--- src/rtl/oeb_pkg.sv ---
// Purpose: Constants for the out endpoint buffer layout block
// Assumes: APB with 32-bit data, one aligned word per register
// Notes: Byte offsets and field positions live here; the bench repeats offsets and the iso bit as literals
`default_nettype none
package oeb_pkg;
	localparam int ADDR_W = 12;
	localparam int DATA_W = 32;
	localparam int REG_W = 8;
	localparam int MEM_AW = 11;
	localparam int END_W = 12;
	localparam int UNIT_SHIFT = 3;
	localparam logic [ADDR_W-1:0] OFF_SIZE = 12'h000;
	localparam logic [ADDR_W-1:0] OFF_X_BASE = 12'h004;
	localparam logic [ADDR_W-1:0] OFF_Y_BASE = 12'h008;
	localparam logic [ADDR_W-1:0] OFF_CONFIG = 12'h00c;
	localparam logic [ADDR_W-1:0] OFF_X_END = 12'h010;
	localparam logic [ADDR_W-1:0] OFF_Y_END = 12'h014;
	localparam logic [REG_W-1:0] RST_SIZE = 8'h00;
	localparam logic [REG_W-1:0] RST_BASE = 8'h00;
	localparam logic [REG_W-1:0] RST_CONFIG = 8'h00;
	localparam int CFG_ISO_BIT = 6;
	localparam logic [UNIT_SHIFT-1:0] LOW_ZERO = 3'h0;
	localparam logic [END_W-MEM_AW-1:0] END_PAD = 1'h0;
	localparam logic [DATA_W-REG_W-1:0] RD_PAD8 = 24'h000000;
	localparam logic [DATA_W-END_W-1:0] RD_PAD12 = 20'h00000;
	typedef enum logic {OEB_BUF_X, OEB_BUF_Y} oeb_buf_t;
endpackage
`default_nettype wire

--- src/rtl/oeb_top.sv ---
// Purpose: Out endpoint X/Y buffer size and base address logic with APB access
// Assumes: Inputs synchronous to pclk, zero-wait APB slave
// Notes: Byte address generation for the endpoint buffer manager
// Operation
// Eight-bit read/write buffer size register
// X and Y share one length
// Length in bytes is size times eight
// X base register holds address bits ten to three
// Low three start address bits forced zero
// Isochronous endpoints wrap, others flag overflow
// Y base register formed like X base
// Bytes addressed upward, end is start plus length
//
// Added by the designer: the APB interface to the registers and the register offsets.
`default_nettype none
module oeb_top (
	input wire logic pclk,
	input wire logic presetn,
	input wire logic psel,
	input wire logic penable,
	input wire logic pwrite,
	input wire logic [oeb_pkg::ADDR_W-1:0] paddr,
	input wire logic [oeb_pkg::DATA_W-1:0] pwdata,
	output logic [oeb_pkg::DATA_W-1:0] prdata,
	output logic pready,
	output logic pslverr,
	input wire logic ubm_buf_sel,
	input wire logic [oeb_pkg::MEM_AW-1:0] ubm_byte_offset,
	output logic [oeb_pkg::MEM_AW-1:0] ubm_mem_addr,
	output logic ubm_in_range,
	output logic [oeb_pkg::MEM_AW-1:0] x_start_addr,
	output logic [oeb_pkg::MEM_AW-1:0] y_start_addr,
	output logic [oeb_pkg::MEM_AW-1:0] buffer_len_bytes,
	output logic iso_mode
);
	// ************************************************************
	// Functions
	// ************************************************************
	function automatic logic [oeb_pkg::MEM_AW-1:0] start_of(
		input logic [oeb_pkg::REG_W-1:0] upper
	);
		start_of = {upper, oeb_pkg::LOW_ZERO};
	endfunction

	function automatic logic [oeb_pkg::END_W-1:0] end_of(
		input logic [oeb_pkg::MEM_AW-1:0] start,
		input logic [oeb_pkg::MEM_AW-1:0] len
	);
		end_of = {oeb_pkg::END_PAD, start} + {oeb_pkg::END_PAD, len};
	endfunction

	// ************************************************************
	// Registers
	// ************************************************************
	logic [oeb_pkg::REG_W-1:0] buffer_length_units_reg;
	logic [oeb_pkg::REG_W-1:0] x_start_upper_bits_reg;
	logic [oeb_pkg::REG_W-1:0] y_start_upper_bits_reg;
	logic [oeb_pkg::REG_W-1:0] out_ep_configuration_reg;
	logic [oeb_pkg::DATA_W-1:0] prdata_reg;
	logic [oeb_pkg::DATA_W-1:0] prdata_next;
	logic [oeb_pkg::MEM_AW-1:0] mem_addr_reg;
	logic [oeb_pkg::MEM_AW-1:0] mem_addr_next;
	logic in_range_reg;
	logic in_range_next;

	// ************************************************************
	// Bus decode
	// ************************************************************
	wire logic setup_ph = psel && !penable;
	wire logic hit_size = paddr == oeb_pkg::OFF_SIZE;
	wire logic hit_xb = paddr == oeb_pkg::OFF_X_BASE;
	wire logic hit_yb = paddr == oeb_pkg::OFF_Y_BASE;
	wire logic hit_cfg = paddr == oeb_pkg::OFF_CONFIG;
	wire logic hit_xe = paddr == oeb_pkg::OFF_X_END;
	wire logic hit_ye = paddr == oeb_pkg::OFF_Y_END;
	wire logic hit_rw = hit_size || hit_xb || hit_yb || hit_cfg;
	wire logic hit_any = hit_rw || hit_xe || hit_ye;
	wire logic access = psel && penable;
	wire logic wr_en = access && pwrite && hit_rw;

	// ************************************************************
	// Layout
	// ************************************************************
	wire logic [oeb_pkg::MEM_AW-1:0] len_bytes =
		{buffer_length_units_reg, oeb_pkg::LOW_ZERO};
	wire logic [oeb_pkg::MEM_AW-1:0] x_start = start_of(x_start_upper_bits_reg);
	wire logic [oeb_pkg::MEM_AW-1:0] y_start = start_of(y_start_upper_bits_reg);
	wire logic [oeb_pkg::END_W-1:0] x_end = end_of(x_start, len_bytes);
	wire logic [oeb_pkg::END_W-1:0] y_end = end_of(y_start, len_bytes);
	wire logic iso = out_ep_configuration_reg[oeb_pkg::CFG_ISO_BIT];
	wire logic [oeb_pkg::MEM_AW-1:0] sel_start =
		(ubm_buf_sel == oeb_pkg::OEB_BUF_Y) ? y_start : x_start;
	wire logic off_over = ubm_byte_offset >= len_bytes;
	wire logic [oeb_pkg::MEM_AW-1:0] wrapped_off = off_over ?
		ubm_byte_offset - len_bytes : ubm_byte_offset;
	wire logic [oeb_pkg::MEM_AW-1:0] eff_off = iso ? wrapped_off : ubm_byte_offset;
	wire logic wrap_ok = !iso || (wrapped_off < len_bytes);

	// ************************************************************
	// Next values
	// ************************************************************
	always_comb begin
		mem_addr_next = sel_start + eff_off;
		in_range_next = (len_bytes != {oeb_pkg::MEM_AW{1'b0}}) &&
			(iso ? wrap_ok : !off_over);
		prdata_next = {oeb_pkg::DATA_W{1'b0}};
		if (setup_ph && !pwrite) begin
			if (hit_size) begin
				prdata_next = {oeb_pkg::RD_PAD8, buffer_length_units_reg};
			end else if (hit_xb) begin
				prdata_next = {oeb_pkg::RD_PAD8, x_start_upper_bits_reg};
			end else if (hit_yb) begin
				prdata_next = {oeb_pkg::RD_PAD8, y_start_upper_bits_reg};
			end else if (hit_cfg) begin
				prdata_next = {oeb_pkg::RD_PAD8, out_ep_configuration_reg};
			end else if (hit_xe) begin
				prdata_next = {oeb_pkg::RD_PAD12, x_end};
			end else if (hit_ye) begin
				prdata_next = {oeb_pkg::RD_PAD12, y_end};
			end
		end else if (access) begin
			prdata_next = prdata_reg;
		end
	end

	// ************************************************************
	// Flip-flops
	// ************************************************************
	always_ff @(posedge pclk or negedge presetn) begin
		if (!presetn) begin
			buffer_length_units_reg <= oeb_pkg::RST_SIZE;
			x_start_upper_bits_reg <= oeb_pkg::RST_BASE;
			y_start_upper_bits_reg <= oeb_pkg::RST_BASE;
			out_ep_configuration_reg <= oeb_pkg::RST_CONFIG;
		end else if (wr_en) begin
			if (hit_size) begin
				buffer_length_units_reg <= pwdata[oeb_pkg::REG_W-1:0];
			end
			if (hit_xb) begin
				x_start_upper_bits_reg <= pwdata[oeb_pkg::REG_W-1:0];
			end
			if (hit_yb) begin
				y_start_upper_bits_reg <= pwdata[oeb_pkg::REG_W-1:0];
			end
			if (hit_cfg) begin
				out_ep_configuration_reg <= pwdata[oeb_pkg::REG_W-1:0];
			end
		end
	end

	always_ff @(posedge pclk or negedge presetn) begin
		if (!presetn) begin
			prdata_reg <= {oeb_pkg::DATA_W{1'b0}};
			mem_addr_reg <= {oeb_pkg::MEM_AW{1'b0}};
			in_range_reg <= 1'b0;
		end else begin
			prdata_reg <= prdata_next;
			mem_addr_reg <= mem_addr_next;
			in_range_reg <= in_range_next;
		end
	end

	// ************************************************************
	// Outputs
	// ************************************************************
	assign prdata = prdata_reg;
	assign pready = 1'b1;
	assign pslverr = access && (!hit_any || (pwrite && !hit_rw));
	assign ubm_mem_addr = mem_addr_reg;
	assign ubm_in_range = in_range_reg;
	assign x_start_addr = x_start;
	assign y_start_addr = y_start;
	assign buffer_len_bytes = len_bytes;
	assign iso_mode = iso;

	// ************************************************************
	// Checks
	// ************************************************************
	chk_size_write: assert property (@(posedge pclk) disable iff (!presetn)
		(wr_en && hit_size) |=>
		buffer_len_bytes == {$past(pwdata[oeb_pkg::REG_W-1:0]), oeb_pkg::LOW_ZERO})
		else $error("size write not applied");

	chk_size_hold: assert property (@(posedge pclk) disable iff (!presetn)
		!(wr_en && hit_size) |=> $stable(buffer_len_bytes))
		else $error("size changed without write");

	chk_len_shared: assert property (@(posedge pclk) disable iff (!presetn)
		(x_end - {oeb_pkg::END_PAD, x_start_addr}) ==
		(y_end - {oeb_pkg::END_PAD, y_start_addr}))
		else $error("x and y lengths differ");

	chk_len_units: assert property (@(posedge pclk) disable iff (!presetn)
		buffer_len_bytes[oeb_pkg::UNIT_SHIFT-1:0] == oeb_pkg::LOW_ZERO &&
		buffer_len_bytes[oeb_pkg::MEM_AW-1:oeb_pkg::UNIT_SHIFT] == buffer_length_units_reg)
		else $error("length not eight times size");

	chk_xbase_write: assert property (@(posedge pclk) disable iff (!presetn)
		(wr_en && hit_xb) |=> x_start_addr[oeb_pkg::MEM_AW-1:oeb_pkg::UNIT_SHIFT] ==
		$past(pwdata[oeb_pkg::REG_W-1:0]))
		else $error("x base write not applied");

	chk_low_zero: assert property (@(posedge pclk) disable iff (!presetn)
		x_start_addr[oeb_pkg::UNIT_SHIFT-1:0] == oeb_pkg::LOW_ZERO &&
		y_start_addr[oeb_pkg::UNIT_SHIFT-1:0] == oeb_pkg::LOW_ZERO)
		else $error("start address not aligned");

	chk_ybase_write: assert property (@(posedge pclk) disable iff (!presetn)
		(wr_en && hit_yb) |=> y_start_addr[oeb_pkg::MEM_AW-1:oeb_pkg::UNIT_SHIFT] ==
		$past(pwdata[oeb_pkg::REG_W-1:0]))
		else $error("y base write not applied");

	chk_nonis_range: assert property (@(posedge pclk) disable iff (!presetn)
		(!iso && ubm_byte_offset >= buffer_len_bytes) |=> !ubm_in_range)
		else $error("overflow offset reported in range");

	chk_addr_upward: assert property (@(posedge pclk) disable iff (!presetn)
		(!iso && ubm_buf_sel == oeb_pkg::OEB_BUF_X) |=>
		ubm_mem_addr == $past(x_start_addr) + $past(ubm_byte_offset))
		else $error("x byte address wrong");

	chk_iso_wrap: assert property (@(posedge pclk) disable iff (!presetn)
		(iso && ubm_byte_offset >= buffer_len_bytes
		&& buffer_len_bytes != {oeb_pkg::MEM_AW{1'b0}}
		&& ubm_buf_sel == oeb_pkg::OEB_BUF_Y) |=> ubm_mem_addr == $past(y_start_addr)
		+ $past(ubm_byte_offset) - $past(buffer_len_bytes))
		else $error("iso wrap address wrong");

	chk_end_refused: assert property (@(posedge pclk) disable iff (!presetn)
		(access && pwrite && (hit_xe || hit_ye)) |-> pslverr)
		else $error("end register write not refused");

	chk_zero_len: assert property (@(posedge pclk) disable iff (!presetn)
		(buffer_len_bytes == {oeb_pkg::MEM_AW{1'b0}}) |=> !ubm_in_range)
		else $error("zero length reported in range");
endmodule
`default_nettype wire

--- config.mk ---
export PLATFORM = sky130hd
export DESIGN_NAME = oeb_top
export DESIGN_NICKNAME = d
export VERILOG_FILES = /design/src/rtl/oeb_pkg.sv /design/src/rtl/oeb_top.sv
export SDC_FILE = /design/constraint.sdc
export NUM_CORES = 1
export LEC_CHECK = 0
export BUFFER_PORTS_ARGS = -buffer_cell sky130_fd_sc_hd__clkbuf_2
export CAP_MARGIN = 15
export CELL_PAD_IN_SITES_DETAIL_PLACEMENT = 1
export CELL_PAD_IN_SITES_GLOBAL_PLACEMENT = 2
export CORE_MARGIN = 2
export CORE_UTILIZATION = 32
export CTS_BUF_LIST = sky130_fd_sc_hd__clkbuf_4 sky130_fd_sc_hd__clkbuf_8
export DETAILED_ROUTE_END_ITERATION = 7
export GPL_TIMING_DRIVEN = 0
export HOLD_SLACK_MARGIN = 0.15
export MAX_ROUTING_LAYER = met4
export PLACE_DENSITY_LB_ADDON = 0.1
export SYNTH_ARGS = -nofsm -noshare
export SYNTH_HDL_FRONTEND = slang
export SYNTH_SLANG_ARGS = --single-unit
--- constraint.sdc ---
create_clock -name pclk -period 4.6 [get_ports pclk]
set_input_delay 0.23 -clock pclk [delete_from_list [all_inputs] [get_ports pclk]]
set_output_delay 0.23 -clock pclk [all_outputs]
set_load 0.02 [all_outputs]
[Word level (Yosys, flattened, before mapping)]
Index checks and enable logic that the tools add are counted.
Word-level totals
  register bits: 76
  input bits: 61
Operators by class
  add/sub/neg operators: 4
  order comparisons: 2
  equal/unequal tests: 6
  mux-type cells: 12
  reductions and logical operators: 27
Operators by type and width (number)
  $mux W32: 3
  $mux W12: 5
  $mux W11: 3
  $add A11 B11 Y12: 2
  $eq A12 B4 Y1 const B: 2
  $eq A12 B5 Y1 const B: 2
  $eq A12 B3 Y1 const B: 1
  $logic_not A12 Y1: 1
  $add A11 B11 Y11: 1
  $ge A11 B11 Y1: 1
  $lt A11 B11 Y1: 1
  $reduce_bool A11 Y1: 1
  $sub A11 B11 Y11: 1
  $logic_and A1 B1 Y1: 8
  $reduce_and A2 Y1: 4
  $logic_or A1 B1 Y1: 7
  $logic_not A1 Y1: 6
  $ne A2 B1 Y1 const B: 1
  $mux W1: 1

[Depth between registers and ports, before layout]
  word-level depth: 9
  mapped depth: 16

[Worst setup path before layout]
Ideal clock, no wire load.
  path kind: register to register
  from: reg buffer_length_units_reg[2] (netlist bit)
  to: reg mem_addr_reg (netlist bit ubm_mem_addr[9])
  library setup time: 80 ps
  arrival time: 3307 ps
  required time: 4520 ps
  setup slack: 1214 ps
  stages on the path, launching flop included: 15
  path buffers: 0
  period minus slack after synthesis: 3386 ps
  cells stage by stage: dfrtp_1 -> inv_1 -> ha_1 -> nor2b_1 -> o21a_1 -> o31a_1 -> o21ai_1 -> o21ai_0 -> ha_1 -> fa_1 -> a21o_1 -> a21oi_1 -> o21bai_1 -> a21oi_1 -> xnor2_1
Between the ends
  word-level cells in the longest chain between the ends: 4
  elaborated cells between the ends (all ways): 5
  classes of those cells: add/sub (2); order compare (1); mux (2)
Ends and longest elaborated chain
  start: declaration: line oeb_top.sv:55  | logic [oeb_pkg::REG_W-1:0] buffer_length_units_reg;
  start signal: assignment: line oeb_top.sv:131  | buffer_length_units_reg <= oeb_pkg::RST_SIZE;
  start signal: assignment: line oeb_top.sv:137  | buffer_length_units_reg <= pwdata[oeb_pkg::REG_W-1:0];
  $sub A11 B11 Y11 or $ge A11 B11 Y1 (tied branches): line oeb_top.sv:95, oeb_top.sv:93
  $mux W11 *: line oeb_top.sv:94  | wire logic [oeb_pkg::MEM_AW-1:0] wrapped_off = off_over ?
  $mux W11 *: line oeb_top.sv:96  | wire logic [oeb_pkg::MEM_AW-1:0] eff_off = iso ? wrapped_off : ubm_byte_offset;
  $add A11 B11 Y11 *: line oeb_top.sv:103  | mem_addr_next = sel_start + eff_off;
  named net mem_addr_next (one bit): line oeb_top.sv:62  | logic [oeb_pkg::MEM_AW-1:0] mem_addr_next;
  end signal: assignment: line oeb_top.sv:154  | mem_addr_reg <= {oeb_pkg::MEM_AW{1'b0}};
  end signal: assignment: line oeb_top.sv:158  | mem_addr_reg <= mem_addr_next;
  end: declaration: line oeb_top.sv:61  | logic [oeb_pkg::MEM_AW-1:0] mem_addr_reg;
The timed path passes the listed nets; every way through them passes the cells marked *.
A chain may end at the register's enable or synchronous reset.

[Worst setup path in the final report]
  from: reg buffer_length_units_reg[1] (netlist bit)
  to: reg mem_addr_reg (netlist bit ubm_mem_addr[10])
Same word-level chain as after synthesis.

==> metrics.txt <==
post_cts resized=0; slowest CP cell=dfrtp_1; # fillers=1550; WL met3=295 um; crit-path max FO=9; hold_buf cts=9; Post-synth EDFFs=0; register area share after synthesis=0.322; CP Capture Type=flip-flop; Final Net Count=640; Via density=4.83; TritonCTS Buffers=5; starting density of the core=0.329; vias in the first global route=3670; synth warn=0; I/O pin count=roughly 140; top post-synthesis cells by area=dfrtp_1 32%, ha_1 11%, mux2_1 7.2%, buf_4 5.2%, mux4_2 3.6%; Clk pin slew, worst setup/hold paths=~0.11 ns; worst-case reg-to-reg path depth=14; Hold Path Cell Cnt=2; post-synth top area cell=dfrtp_1; Reg2Reg Setup Slack=between 0.3 and 0.4 ns; antenna violations before repair=0; Final setup viols=0; Metal-1 WL=approximately 5900 um; DR top layer=met4; WL per Instance=approximately 18 um; Final Hold Viols=0; Tightest Pin Transition=1.12 ns; Synth async-reset ratio=1.00; # port buffers=82; Max Transition Viols Final=0; CTS sink cnt=56; Avg Cell Area, Syn=around 11 um^2; GRT Overall Usage=0.190; met2 routed WL=roughly 6600 um; die width=121 um; Setup TNS=0 ns; ANT nets after route=0; maximum vdd drop=roughly 0.10 mV; placer congestion estimate=just over 0.8; Core Footprint=between 0.01 and 0.015 mm^2; final core utilization=0.399; global-route wire length before repair=just over 20000 um; Congestion Overflow GR=0; share of post-route cells with drive strength above 1=0.305; R2R Path End=ubm_mem_addr[10]; chip height=121 um; Starting DRT DRC Count=129; worst setup path class=flip-flop to flip-flop; most common cell after layout, fill and taps aside=clkbuf_2; Logic pwr share=0.194; Sw Ratio=0.300; CP Launch Type=flip-flop; Worst EP required=4.87 ns; unrepaired setup endpoints after global routing=false; clock skew=a little over 0.009 ns; Post-synth top flop=dfrtp_1; Final min period=~4.2 ns; Hold Crit Class=input pin to flip-flop; die area=approximately 0.015 mm^2; pre-CTS setup slack=approximately 0.22 ns; # diodes=0; Syn-to-layout area delta=21.3%; leak pwr=0.00271 uW; number of H-tree levels=2; Synth Register Bits=56; TritonCTS clock tree=built; DR pass1 iterations=4; crit path cell chain=inv_1 -> ha_1 -> nand4_1 -> nor4_1 -> o31a_1 -> o21ai_1 -> o21ai_0 -> ha_1 -> a21o_1 -> nand4_1 -> nand3_1 -> o41ai_1 -> xor2_1 -> xnor2_1; worst setup margin=0.371 ns; Detailed Place HPWL=just over 10000 um; Hold Crit Start=pwdata[3]; max reg flops=12; DRC=0; pwr/cell area=~190 mW/mm^2; Seq pwr share=0.496; Max-Cap Viols=0; most frequent cells in the layout=81 x clkbuf_2, 56 x dfrtp_1, 38 x ha_1, 30 x buf_4, 30 x conb_1; hold_ws=0.166 ns; Net Sw Power=~300 uW; Clock Path Buffers=2; status=complete, no violations; routed wire length=~13000 um; CP max stage delay=0.64 ns; Hold EP=buffer_length_units_reg[3]; Total Power=between 1000 and 1500 uW; launch point of the worst reg-to-reg path=buffer_length_units_reg[1]; Slew headroom=0.252; vias=about 3500; post-CTS setup repair buffer count=0; pin count of the biggest net entering global routing=between 50 and 60; root buffer cell=clkbuf_8; clock latency on the worst-skew pair=about 0.34 ns; Netlist Area Pre-Place=between 0.004 and 0.005 mm^2; top cell type's share of synthesized area=0.322; cells after synthesis=~410; row cnt=between 40 and 50; top achievable clock speed=about 240 MHz; Netlist cell types=56; final critical-path share of the clock period=0.919; worst endpoint data arrival time=around 4.5 ns; Clock Power Share=0.310; P_int=around 700 uW
critical path: cells and delay by family, from the launching register on:
family / cells / cell delay (ns)
buffers and inverters: 1 / 0.22
and+or+nand+nor: 4 / 0.69
AOI/OAI and AO/OA: 5 / 1.59
DFF: 1 / 0.64
adders and majority gates: 2 / 0.66
xor gates and xnor gates: 2 / 0.36
cell usage after synthesis, drive strengths merged (3+ instances only):
| cell type | n |
|---|---|
| clkbuf | 6 |
| nand2 | 18 |
| fa | 4 |
| xnor2 | 14 |
| mux4 | 7 |
| a32oi | 3 |
| ha | 38 |
| o21bai | 3 |
| mux2i | 5 |
| nand3 | 7 |
| nand4 | 5 |
| a32o | 5 |
| a21o | 7 |
| o21a | 7 |
| nor4 | 4 |
| a31oi | 3 |
| nor2 | 22 |
| o21ai | 19 |
| dfrtp | 56 |
| buf | 34 |
| or3 | 4 |
| inv | 20 |
| nor2b | 4 |
| nor3 | 14 |
| a21oi | 19 |
| xor2 | 8 |
| mux2 | 49 |
| nor3b | 3 |
layout make-up:
| class | instances | area (um^2) | share of cell area |
|---|---|---|---|
| plain buffers | 40 | 274 | 0.0519 |
| flip-flops and latches | 56 | 1400 | 0.265 |
| clock buffers | 7 | 90.1 | 0.0171 |
| well taps | 176 | 220 | 0.0417 |
| clock inverters | 1 | 7.51 | 0.00142 |
| inverters | 20 | 75.1 | 0.0142 |
| repair buffers | 91 | 503 | 0.0952 |
| multi-input cells | 323 | 2710 | 0.513 |
worst max-delay path by stage:
stage                                          start               end  slack (ns)  cells past startpoint
after CTS                 buffer_length_units_reg[1]  ubm_mem_addr[10]        0.19                     14
after floorplan           buffer_length_units_reg[2]   ubm_mem_addr[9]        1.21                     14
after global placement    buffer_length_units_reg[1]  ubm_mem_addr[10]        0.25                     14
after detailed placement  buffer_length_units_reg[1]  ubm_mem_addr[10]        0.22                     14
final                     buffer_length_units_reg[1]  ubm_mem_addr[10]        0.37                     14
after global routing      buffer_length_units_reg[1]  ubm_mem_addr[10]        0.06                     14
stage by stage:
step	cell area, um^2	cells
global placement	5090	697
floorplan	4460	439
global route	5280	714
detailed placement	5090	697
finish	5280	714
CTS	5280	714
power by group through the flow:
| stage | registers, uW | clock network (uW) | logic (uW) |
|---|---|---|---|
| global placement | 509 | 0 | 186 |
| CTS | 499 | 330 | 196 |
| global route | 500 | 345 | 216 |
| detailed placement | 509 | 0 | 189 |
| floorplan | 516 | 0 | 122 |
| finish | 499 | 312 | 195 |
kinds of logic after synthesis:
family	Yosys count	share of synthesized area
and+or+nand+nor	86	0.119
AOI/OAI and AO/OA	82	0.125
muxes	61	0.181
buffers and inverters	60	0.0801
DFF	56	0.322
adders and majority gates	42	0.128
xor gates and xnor gates	22	0.0442
other	2	0.00172
metal layers:
metal | up-vias | track usage
met2 | 57 | 0.323
met3 | 7 | 0.0283
met5 | - | -
met4 | 0 | 0.0349
met1 | 1694 | 0.243
li1 | 1693 | -
Note: power is estimated with default switching activity, not from simulation.
